===== src/core/fft_port_pkg.sv =====
// Constants and carrier types shared by the FFT peripheral host port.
package fft_port_pkg;

  localparam int unsigned DATA_W         = 8;
  localparam int unsigned WORD_W         = 16;
  localparam int unsigned FUNC_W         = 4;
  localparam int unsigned RAM_WORDS      = 128;
  localparam int unsigned RAM_AW         = 7;
  localparam int unsigned BASE_W         = 5;
  localparam int unsigned DISP_W         = 2;
  localparam int unsigned PC_W           = 8;
  localparam int unsigned FIFO_DEPTH     = 16;

  // Function codes on the select lines.
  localparam logic [3:0] FUNC_CHIP_RESET = 4'h1;
  localparam logic [3:0] FUNC_UPPER      = 4'h2;
  localparam logic [3:0] FUNC_LOWER      = 4'h3;
  localparam logic [3:0] FUNC_EXECUTE    = 4'h4;
  localparam logic [3:0] FUNC_BLOCK      = 4'h9;

  // Routine entry addresses.
  localparam logic [7:0] ENTRY_IDLE      = 8'h00;
  localparam logic [7:0] ENTRY_SETUP     = 8'h01;
  localparam logic [7:0] ENTRY_THIRTY_TWO_POINT_TRANSFORM     = 8'h04;
  localparam logic [7:0] ENTRY_COMBINE   = 8'hD3;
  localparam logic [7:0] ENTRY_SCALE     = 8'hEA;
  localparam logic [7:0] ENTRY_WINDOW    = 8'hDC;
  localparam logic [7:0] ENTRY_CONJUGATION_ROUTINE    = 8'hE4;

  // Word layout and reset values.
  localparam int unsigned UPPER_MSB      = 15;
  localparam int unsigned UPPER_LSB      = 8;
  localparam int unsigned LOWER_MSB      = 7;
  localparam int unsigned LOWER_LSB      = 0;
  localparam int unsigned SETUP_BASE_LSB = 11;
  localparam int unsigned SETUP_DISP_LSB = 8;
  localparam logic [15:0] WORD_RESET     = 16'h0000;
  localparam logic [4:0]  BASE_LAST      = 5'h1F;
  localparam logic [1:0]  DISP_LAST      = 2'h3;

  // Stand-in execution length of a routine, in cycles.
  localparam int unsigned ROUTINE_CYCLES = 64;
  localparam int unsigned SETUP_CYCLES   = 4;
  localparam int unsigned CNT_W          = 7;

  typedef struct packed {
    logic [3:0] func;
    logic       write;
    logic [7:0] data;
  } bus_req_type;

  typedef struct packed {
    logic [4:0] base;
    logic [1:0] disp;
  } ram_addr_type;

endpackage


===== src/core/fft_word_fifo.sv =====
// Parameterised valid/ready FIFO used in the block-write data path.
`timescale 1ns/100ps
module fft_word_fifo #(
  parameter int unsigned WIDTH = 16,
  parameter int unsigned DEPTH = 16
) (
  input  wire logic             clk_i,    // System clock
  input  wire logic             rst_i,    // Synchronous reset, high
  input  wire logic             flush_i,  // Drop all content
  input  wire logic [WIDTH-1:0] in_data_i, // Write data
  input  wire logic             in_valid_i, // Write request
  output logic                  in_ready_o, // Room available
  output logic [WIDTH-1:0]      out_data_o, // Head word
  output logic                  out_valid_o, // Head valid
  input  wire logic             out_ready_i  // Drain accepts
);
  localparam int unsigned AW = $clog2(DEPTH);

  logic [WIDTH-1:0] mem_r [DEPTH];
  logic [AW-1:0]    wr_ptr_r;
  logic [AW-1:0]    rd_ptr_r;
  logic [AW:0]      count_r;
  logic             push;
  logic             pop;

  assign in_ready_o  = (count_r != (AW+1)'(DEPTH));
  assign out_valid_o = (count_r != '0);
  assign out_data_o  = mem_r[rd_ptr_r];
  assign push        = in_valid_i && in_ready_o;
  assign pop         = out_valid_o && out_ready_i;

  always_ff @(posedge clk_i)
  begin
    if (push)
    begin
      mem_r[wr_ptr_r] <= in_data_i;
    end
  end

  always_ff @(posedge clk_i)
  begin
    if (rst_i || flush_i)
    begin
      wr_ptr_r <= '0;
      rd_ptr_r <= '0;
      count_r  <= '0;
    end
    else
    begin
      if (push)
      begin
        wr_ptr_r <= wr_ptr_r + 1'b1;
      end
      if (pop)
      begin
        rd_ptr_r <= rd_ptr_r + 1'b1;
      end
      count_r <= count_r + (AW+1)'(push) - (AW+1)'(pop);
    end
  end
endmodule


===== src/core/fft_peripheral_host_port.sv =====
// Host port, command sequencing and data RAM of the FFT peripheral.
`timescale 1ns/100ps

// Notes on behaviour
// [RULE_01] Data moves over an 8-bit two-way bus in two's complement.
// [RULE_02] Four function-select lines choose the control function of an access.
// [RULE_03] Accesses count only while the low-active bus enable is low.
// [RULE_04] Read/write high: device drives data; low: host writes data.
// [RULE_05] The low-active chip select further qualifies every access.
// [RULE_06] Open-drain completion request goes low when a routine finishes.
// [RULE_07] Reset pin low clears registers, counters, program counter, pending work.
// [RULE_08] Host holds reset low at least 300 ns after power-up; the bench holds rst_i for 20 cycles after power-up, about 157 ns.
// [RULE_09] Location zero is a jump-to-self idle; routines end by returning there.
// [RULE_10] Routine completion is signalled; idle after initial reset is not.
// [RULE_11] Entry addresses: 00, 01, 04, D3, EA, DC, E4.
// [RULE_12] Data RAM holds 128 words as 32 rows by 4 columns.
// [RULE_13] Host decodes 16 addresses from upper 12 lines; five carry functions.
// [RULE_14] Function 1, read or write, clears registers and restarts at idle.
// [RULE_15] Host should issue reset before block or execute commands.
// [RULE_16] Function 2 accesses the upper byte, function 3 the lower byte.
// [RULE_17] Upper byte may come alone; lower never alone; upper completes word.
// [RULE_18] Writing function 4 starts execution at the written byte address.
// [RULE_19] Function 9 starts block mode walking RAM from preset base and column.
// [RULE_20] After a reset function, block addressing starts at base 0, column 0.
// [RULE_21] Index register addresses RAM and advances; reset ends block mode.
// [RULE_22] Input and output words: upper byte 15..8, lower byte 7..0.
// [RULE_23] Base advances per word; wrap bumps column; after last both return zero.
// [RULE_24] Block command latches direction until the next reset function.
// [RULE_25] Completion request releases on a reset function or new execute.
module fft_peripheral_host_port (
  input  wire logic       clk_i,      // 125 MHz system clock
  input  wire logic       rst_i,      // Synchronous reset, high
  input  wire logic [7:0] data_i,     // Data bus level seen at the pins
  output logic [7:0]      data_o,     // Data bus drive value
  output logic [7:0]      data_oe_n_o, // Data bus enable, low drives
  input  wire logic [3:0] func_sel_i, // Function select lines
  input  wire logic       bus_select_low_i, // Interface enable, low active
  input  wire logic       chip_sel_n_i, // Chip select, low active
  input  wire logic       read_write_i, // High read, low write
  output logic            completion_request_n_o, // Open-drain value, always 0
  output logic            completion_request_oe_n_o, // Low pulls the line low
  output logic            busy_o      // Routine running
);
  typedef enum logic [1:0] {
    ST_IDLE  = 2'b00,
    ST_RUN   = 2'b01,
    ST_SETUP = 2'b10
  } run_state_type;

  run_state_type               state_r;
  fft_port_pkg::bus_req_type   req;
  fft_port_pkg::ram_addr_type  index_r;
  logic [15:0]                 in_word_r;
  logic [15:0]                 out_word_r;
  logic [15:0]                 ram_r [fft_port_pkg::RAM_WORDS];
  logic [7:0]                  pc_r;
  logic [fft_port_pkg::CNT_W-1:0] run_cnt_r;
  logic                        block_r;
  logic                        block_read_r;
  logic                        sel_d_r;
  logic                        lower_pending_r;
  logic                        read_fetch_r;
  logic                        sel;
  logic                        access;
  logic                        func_reset;
  logic                        up_wr;
  logic                        lo_wr;
  logic                        up_rd;
  logic                        exec_wr;
  logic                        blk_cmd;
  logic                        run_done;
  logic                        fifo_in_ready;
  logic                        fifo_out_valid;
  logic                        fifo_pop;
  logic [15:0]                 fifo_out_data;
  logic [15:0]                 word_to_fifo;
  logic [fft_port_pkg::RAM_AW-1:0] ram_addr;

  // Accesses act once, on the first cycle the selects fall low.
  assign sel    = !bus_select_low_i && !chip_sel_n_i; // [RULE_03] [RULE_05]
  assign access = sel && !sel_d_r;
  assign req    = '{func: func_sel_i, write: !read_write_i, data: data_i}; // [RULE_02]

  assign func_reset = access && (req.func == fft_port_pkg::FUNC_CHIP_RESET); // [RULE_14]
  assign up_wr   = access && req.write && (req.func == fft_port_pkg::FUNC_UPPER);
  assign lo_wr   = access && req.write && (req.func == fft_port_pkg::FUNC_LOWER);
  assign up_rd   = access && !req.write && (req.func == fft_port_pkg::FUNC_UPPER);
  assign exec_wr = access && req.write && (req.func == fft_port_pkg::FUNC_EXECUTE); // [RULE_18]
  assign blk_cmd = access && (req.func == fft_port_pkg::FUNC_BLOCK); // [RULE_19]
  assign run_done = (state_r != ST_IDLE) && (run_cnt_r == '0);

  // Column-major word index: base in the low bits, column above.
  assign ram_addr = {index_r.disp, index_r.base}; // [RULE_12]
  // A word written as an upper byte alone must carry a zero lower byte, not the last staged one.
  assign word_to_fifo = lower_pending_r ? {req.data, in_word_r[fft_port_pkg::LOWER_MSB:0]}
                                        : {req.data, 8'h00}; // [RULE_22] [RULE_17]
  assign fifo_pop = fifo_out_valid;

  always_ff @(posedge clk_i)
  begin
    if (rst_i)
    begin
      sel_d_r <= 1'b0;
    end
    else
    begin
      sel_d_r <= sel;
    end
  end

  // Block writes pass through the FIFO so a burst of host words is absorbed.
  fft_word_fifo #(
    .WIDTH (fft_port_pkg::WORD_W),
    .DEPTH (fft_port_pkg::FIFO_DEPTH)
  ) u_fifo (
    .clk_i       (clk_i),
    .rst_i       (rst_i),
    .flush_i     (func_reset),
    .in_data_i   (word_to_fifo),
    .in_valid_i  (up_wr && block_r && !block_read_r),
    .in_ready_o  (fifo_in_ready),
    .out_data_o  (fifo_out_data),
    .out_valid_o (fifo_out_valid),
    .out_ready_i (1'b1)
  );

  // Input word holds bytes written outside block mode and the staged lower byte.
  always_ff @(posedge clk_i)
  begin
    if (rst_i || func_reset) // [RULE_07] [RULE_14]
    begin
      in_word_r       <= fft_port_pkg::WORD_RESET;
      lower_pending_r <= 1'b0;
    end
    else if (lo_wr)
    begin
      in_word_r[fft_port_pkg::LOWER_MSB:fft_port_pkg::LOWER_LSB] <= req.data; // [RULE_16]
      lower_pending_r <= 1'b1;
    end
    else if (up_wr)
    begin
      // An upper byte alone carries a zero lower byte.
      in_word_r[fft_port_pkg::UPPER_MSB:fft_port_pkg::UPPER_LSB] <= req.data; // [RULE_16]
      if (!lower_pending_r)
      begin
        in_word_r[fft_port_pkg::LOWER_MSB:fft_port_pkg::LOWER_LSB] <= 8'h00; // [RULE_17]
      end
      lower_pending_r <= 1'b0;
    end
  end

  // Block mode flag and latched direction.
  always_ff @(posedge clk_i)
  begin
    if (rst_i || func_reset) // [RULE_21]
    begin
      block_r      <= 1'b0;
      block_read_r <= 1'b0;
    end
    else if (blk_cmd && !block_r)
    begin
      block_r      <= 1'b1;
      block_read_r <= !req.write; // [RULE_24]
    end
  end

  // Index register: preset by setup routine, walked in block mode.
  always_ff @(posedge clk_i)
  begin
    if (rst_i || func_reset) // [RULE_20]
    begin
      index_r <= '0;
    end
    else if (state_r == ST_SETUP && run_done)
    begin
      index_r.base <= in_word_r[fft_port_pkg::SETUP_BASE_LSB +: fft_port_pkg::BASE_W];
      index_r.disp <= in_word_r[fft_port_pkg::SETUP_DISP_LSB +: fft_port_pkg::DISP_W];
    end
    else if (block_r && ((block_read_r && up_rd) || (!block_read_r && fifo_pop))) // [RULE_21]
    begin
      index_r.base <= index_r.base + 1'b1; // [RULE_23]
      if (index_r.base == fft_port_pkg::BASE_LAST)
      begin
        index_r.disp <= index_r.disp + 1'b1; // [RULE_23]
      end
    end
  end

  // Data RAM writes come from the FIFO drain only.
  always_ff @(posedge clk_i)
  begin
    if (block_r && !block_read_r && fifo_pop)
    begin
      ram_r[ram_addr] <= fifo_out_data;
    end
  end

  // Output word: refreshed from RAM at read-block entry, after each block-mode upper read and at the end of an ST_RUN routine, not setup.
  always_ff @(posedge clk_i)
  begin
    if (rst_i || func_reset)
    begin
      out_word_r   <= fft_port_pkg::WORD_RESET;
      read_fetch_r <= 1'b0;
    end
    else
    begin
      read_fetch_r <= (blk_cmd && !block_r && !req.write) || (block_r && block_read_r && up_rd);
      if (read_fetch_r)
      begin
        out_word_r <= ram_r[ram_addr];
      end
      else if (state_r == ST_RUN && run_done)
      begin
        out_word_r <= ram_r[ram_addr];
      end
    end
  end

  // Stand-in sequencer: program counter holds the entry, steps up while a counter counts down, returns to idle.
  always_ff @(posedge clk_i)
  begin
    if (rst_i || func_reset) // [RULE_07] [RULE_14]
    begin
      state_r   <= ST_IDLE;
      pc_r      <= fft_port_pkg::ENTRY_IDLE; // [RULE_09]
      run_cnt_r <= '0;
    end
    else if (exec_wr && !block_r)
    begin
      pc_r <= req.data; // [RULE_18]
      unique case (req.data) // [RULE_11]
        fft_port_pkg::ENTRY_IDLE:
        begin
          state_r <= ST_IDLE;
        end
        fft_port_pkg::ENTRY_SETUP:
        begin
          state_r   <= ST_SETUP;
          run_cnt_r <= (fft_port_pkg::CNT_W)'(fft_port_pkg::SETUP_CYCLES - 1);
        end
        fft_port_pkg::ENTRY_THIRTY_TWO_POINT_TRANSFORM, fft_port_pkg::ENTRY_COMBINE, fft_port_pkg::ENTRY_SCALE,
        fft_port_pkg::ENTRY_WINDOW, fft_port_pkg::ENTRY_CONJUGATION_ROUTINE:
        begin
          state_r   <= ST_RUN;
          run_cnt_r <= (fft_port_pkg::CNT_W)'(fft_port_pkg::ROUTINE_CYCLES - 1);
        end
        default:
        begin
          // An unknown entry falls straight back to idle, as a lone jump would.
          state_r <= ST_IDLE;
          pc_r    <= fft_port_pkg::ENTRY_IDLE;
        end
      endcase
    end
    else if (run_done)
    begin
      state_r <= ST_IDLE;
      pc_r    <= fft_port_pkg::ENTRY_IDLE; // [RULE_09]
    end
    else if (state_r != ST_IDLE)
    begin
      run_cnt_r <= run_cnt_r - 1'b1;
      pc_r      <= pc_r + 1'b1;
    end
  end

  // Completion request: set by the end of an ST_RUN routine, not setup; released by reset or execute.
  always_ff @(posedge clk_i)
  begin
    if (rst_i) // [RULE_10]
    begin
      completion_request_oe_n_o <= 1'b1;
    end
    else if (state_r == ST_RUN && run_done) // [RULE_06] [RULE_10]
    begin
      completion_request_oe_n_o <= 1'b0;
    end
    else if (func_reset || exec_wr) // [RULE_25]
    begin
      completion_request_oe_n_o <= 1'b1;
    end
  end

  // Read data drive while a read access is selected.
  always_ff @(posedge clk_i)
  begin
    if (rst_i)
    begin
      data_o      <= 8'h00;
      data_oe_n_o <= 8'hFF;
      busy_o      <= 1'b0;
      completion_request_n_o <= 1'b0;
    end
    else
    begin
      busy_o <= (state_r != ST_IDLE);
      completion_request_n_o <= 1'b0;
      data_oe_n_o <= (sel && read_write_i) ? 8'h00 : 8'hFF; // [RULE_04] [RULE_01]
      unique case (func_sel_i)
        fft_port_pkg::FUNC_UPPER:
        begin
          data_o <= out_word_r[fft_port_pkg::UPPER_MSB:fft_port_pkg::UPPER_LSB]; // [RULE_22]
        end
        fft_port_pkg::FUNC_LOWER:
        begin
          data_o <= out_word_r[fft_port_pkg::LOWER_MSB:fft_port_pkg::LOWER_LSB]; // [RULE_22]
        end
        default:
        begin
          data_o <= 8'h00;
        end
      endcase
    end
  end
endmodule


===== config.mk =====
export PLATFORM = sky130hd
export DESIGN_NAME = fft_peripheral_host_port
export DESIGN_NICKNAME = d
export VERILOG_FILES = /design/src/core/fft_port_pkg.sv /design/src/core/fft_word_fifo.sv /design/src/core/fft_peripheral_host_port.sv
export SDC_FILE = /design/constraint.sdc
export NUM_CORES = 2
export LEC_CHECK = 0
export ABC_CLOCK_PERIOD_IN_PS = 4400
export BUFFER_PORTS_ARGS = -buffer_cell sky130_fd_sc_hd__buf_2
export CORE_UTILIZATION = 37
export DETAILED_ROUTE_END_ITERATION = 6
export SYNTH_ARGS = -nofsm -noshare
export SYNTH_HDL_FRONTEND = slang
export SYNTH_SLANG_ARGS = --single-unit

===== constraint.sdc =====
create_clock -name clk_i -period 4.4 [get_ports clk_i]
set_input_delay 1.1 -clock clk_i [delete_from_list [all_inputs] [get_ports clk_i]]
set_output_delay 1.1 -clock clk_i [all_outputs]
set_load 0.03 [all_outputs]

==> flow_summary_export.csv <==
group,metric,value,unit
logic_synthesis,ys_async_sr_fraction,0,%
global_routing,grt_pass1_wl,405,mm
global_routing,overflow,0,
timing,grt_setup_unrepaired,"false",
setup_path,cp_slowest_stage_delay,1.00,ns
flow_run,max_cap_viol_count,1,
cts,clock-root-buffer,"clkbuf_16",
timing,whs,0.431,ns
detailed_routing,drt_iter0_drc,7792,
finish,final_area,107000,um^2
cts,clock_sinks,2384,
timing,setup_viol,0,
timing,timing.final.crit_share,90.8,%
logic_synthesis,yosysWarningCount,0,
cts,clk_latency,0.89,ns
cts,cts_buffers,234,
floorplanning,fp.coreArea,249000,um^2
logic_synthesis,synth_edf_count,2304,
pwr,peakVddDrop,0.457,mV
timing,worst_slew_pin_slew,1.48,ns
setup_path,rr_startpoint,"index_r[4]$_SDFFE_PP0P_",
placement,place_inst,8518,
logic_synthesis,yosysTopAreaCell,"edfxtp_1",
global_routing,grt_max_degree,129,
timing,tns,0,ns
cts,postCtsSetupRepairBufs,0,
finish,area_delta_synth_final,14.9,%
floorplanning,die_w,503,um
global_routing,antenna_found_initial,14,
detailed_routing,vias_per_cell,5.97,
setup_path,cp-start-kind,"flip-flop",
finish,fin_cells,8949,
logic_synthesis,synthCells,5087,
logic_synthesis,ys_top_cells_by_area,"edfxtp_1 74%, mux4_2 4.9%, mux2i_1 4.6%",
finish,drive_gt1_share,20.7,%
setup_path,worst-setup-path-type,"reg -> reg",
setup_path,crit_fanout,28,
logic_synthesis,synth.avg_cell_area,18.3,um^2
hold_path,hold_start,"read_write_i",
logic_synthesis,netlist_area,93000,um^2
status,violations,"max-capacitance violations",
detailed_routing,drc_errors,0,
floorplanning,die_h,503,um
detailed_routing,ant_nets,0,
finish,fillCellCount,21484,
detailed_routing,finalWirelength,293,mm
cts,hold_buffers,0,
status,status,"finished, violations left",
placement,portBuffers,34,
setup_path,cp-startpoint,"index_r[4]$_SDFFE_PP0P_",
detailed_routing,first_pass_iters,6,
logic_synthesis,synth_top_area_share,74.4,%
setup_path,crit_path_end_kind,"flip-flop",
placement,dp_hpwl,176,mm
finish,nets,5460,
floorplanning,dieArea,253000,um^2
setup_path,required,5.15,ns
global_routing,grt_pass1_vias,51279,
logic_synthesis,ys_seq_area_share,76.1,%
setup_path,critPathMostFrequentCell,"buf_4",
cts,ctsResizeCount,0,
logic_synthesis,synth-main-ff-cell,"edfxtp_1",
logic_synthesis,ys_seq_elements,2384,
setup_path,cp_cell_sequence,"nand2b_1 -> buf_4 -> o22ai_1 -> a221oi_1 -> nor2_1 -> nor4_1 -> buf_4 -> o32ai_1",
cts,cts_tree,"done",
floorplanning,boundaryPins,36,
placement,routabilityCongestion,0.914,
timing,slew_headroom,0.547,%
pwr,power_density,494,nW/um^2
global_routing,track_usage,22.8,%
setup_path,critPathSlowestCell,"nand2b_1",
floorplanning,start_util,37.3,%
timing,fmax,0.250,GHz
logic_synthesis,ys_types,91,
hold_path,hp-class,"in -> reg",
timing,finalClockSkew,0.0465,ns
setup_path,crit_buf_inv,2,
placement,dpl_cell_area,99500,um^2
logic_synthesis,synth_most_common_cell,"edfxtp_1",
setup_path,cp.arrival,4.74,ns
logic_synthesis,syn-num-nets,5123,
setup_path,crit_family,"simple AND/OR/NAND/NOR gates",
detailed_routing,vias,53443,
timing,hold_viol_final,0,
timing,maxSlewViolCount,0,
cts,cts_buffer_depth,3,
timing,period_needed,3.99,ns
cts,clkSlewWorstSetupHoldPaths,0.07,ns
pwr,power.leakage,32.4,nW
logic_synthesis,ys_top_cells_by_count,"2304 x edfxtp_1, 426 x mux2i_1, 257 x nor2_1, 201 x mux4_2, 186 x a22oi_1",
floorplanning,num_rows,183,
detailed_routing,routedWlPerCell,32.7,um
cts,h-tree-depth,4,
-- state kept, by name, summed over array words and instances (netlist names), 5 cells and up, named ones only --
register,cells
data_o,8
in_word_r,15
index_r,7
out_word_r,16
ram_r,2048
run_cnt_r,7
u_fifo.count_r,5
u_fifo.mem_r,256
-- power by group --
group	internal (mW)	switching, mW	total, mW
registers	28.0	0.0839	28.1
logic	0.925	4.29	5.22
clock network	11.0	8.57	19.5
total	39.9	12.9	52.8
-- stage by stage --
stage / utilization, % / setup WS [ns] / total power, mW
4_1_cts: 42.9 / 0.664 / 53.1
3_5_place_dp: 39.9 / 0.687 / 33.8
6_report: 42.9 / 0.407 / 52.8
3_3_place_gp: 39.9 / 0.683 / 33.6
2_1_floorplan: - / 0.498 / 31.0
5_1_grt: 42.9 / 0.562 / 54.1
-- worst reg2reg max path: cells and delay by family, from the launching register on --
family,cells,cell delay [ns]
buf+inv,2,0.62
flops,1,0.69
simple gates,3,1.93
compound gates,3,0.61
-- metal layers --
metal / vias to the layer above / wire length [um] / global-route usage [%] / share of wire [%]
li1: 21525 / - / - / -
met1: 27941 / 116000 / 31.2 / 40
met2: 3395 / 131000 / 34.4 / 45
met5: - / 34 / 0 / 0.012
met4: 6 / 11200 / 8.55 / 3.8
met3: 576 / 33900 / 6.32 / 12
-- cell families (layout without fill, tap and decap cells) --
family,count (synthesis),after routing,share of synthesized area (%)
muxes,747,747,10.9
DFF,2384,2384,76.1
other,1,10,0.00403
and+or+nand+nor,591,591,2.92
xor gates and xnor gates,13,13,0.122
AOI/OAI and AO/OA,970,970,7.63
adders and majority gates,19,19,0.264
buffers and inverters,362,885,2.05
-- final timing paths --
check | endpoint | slack (ns) | depth (start not counted)
max | out_word_r[11]$_SDFFE_PP0P_ | 0.41 | 8
min | data_oe_n_o[6]$_SDFF_PP1_ | 0.43 | 2
max reg2reg | out_word_r[11]$_SDFFE_PP0P_ | 0.41 | 8
min reg2reg | flip-flop | 0.49 | 2
-- cell type report --
class / instances / area (um^2) / share of cell area (%)
Sequential cell: 2384 / 70800 / 66.3
Clock buffer: 298 / 6150 / 5.75
Clock inverter: 124 / 1250 / 1.17
Multi-Input combinational cell: 2341 / 20600 / 19.3
Tap cell: 3330 / 4170 / 3.90
Timing Repair Buffer: 440 / 3790 / 3.55
Inverter: 23 / 92.6 / 0.0866
Antenna cell: 9 / 22.5 / 0.0211
-- layout by cell type, fill, tap and decap left out, types with 17 or more instances in the layout --
| master | count |
|---|---|
| a211oi_1 | 32 |
| a21oi_1 | 136 |
| a221o_1 | 33 |
| a221oi_1 | 138 |
| a22o_1 | 43 |
| a22oi_1 | 186 |
| a31oi_1 | 36 |
| and2_1 | 18 |
| buf_12 | 46 |
| buf_2 | 34 |
| buf_4 | 360 |
| bufinv_16 | 19 |
| clkbuf_1 | 60 |
| clkbuf_16 | 235 |
| clkinv_1 | 53 |
| clkinv_2 | 37 |
| dfxtp_1 | 72 |
| edfxtp_1 | 2304 |
| ha_1 | 18 |
| inv_1 | 19 |
| mux2_2 | 111 |
| mux2i_1 | 426 |
| mux4_2 | 185 |
| nand2_1 | 146 |
| nand2b_1 | 17 |
| nand3_1 | 36 |
| nor2_1 | 208 |
| nor2_2 | 48 |
| o21ai_0 | 95 |
| o221ai_1 | 48 |
| o22a_1 | 19 |
| o22ai_1 | 74 |
| o2bb2ai_1 | 18 |
Note: power is estimated with default switching activity, not from simulation.
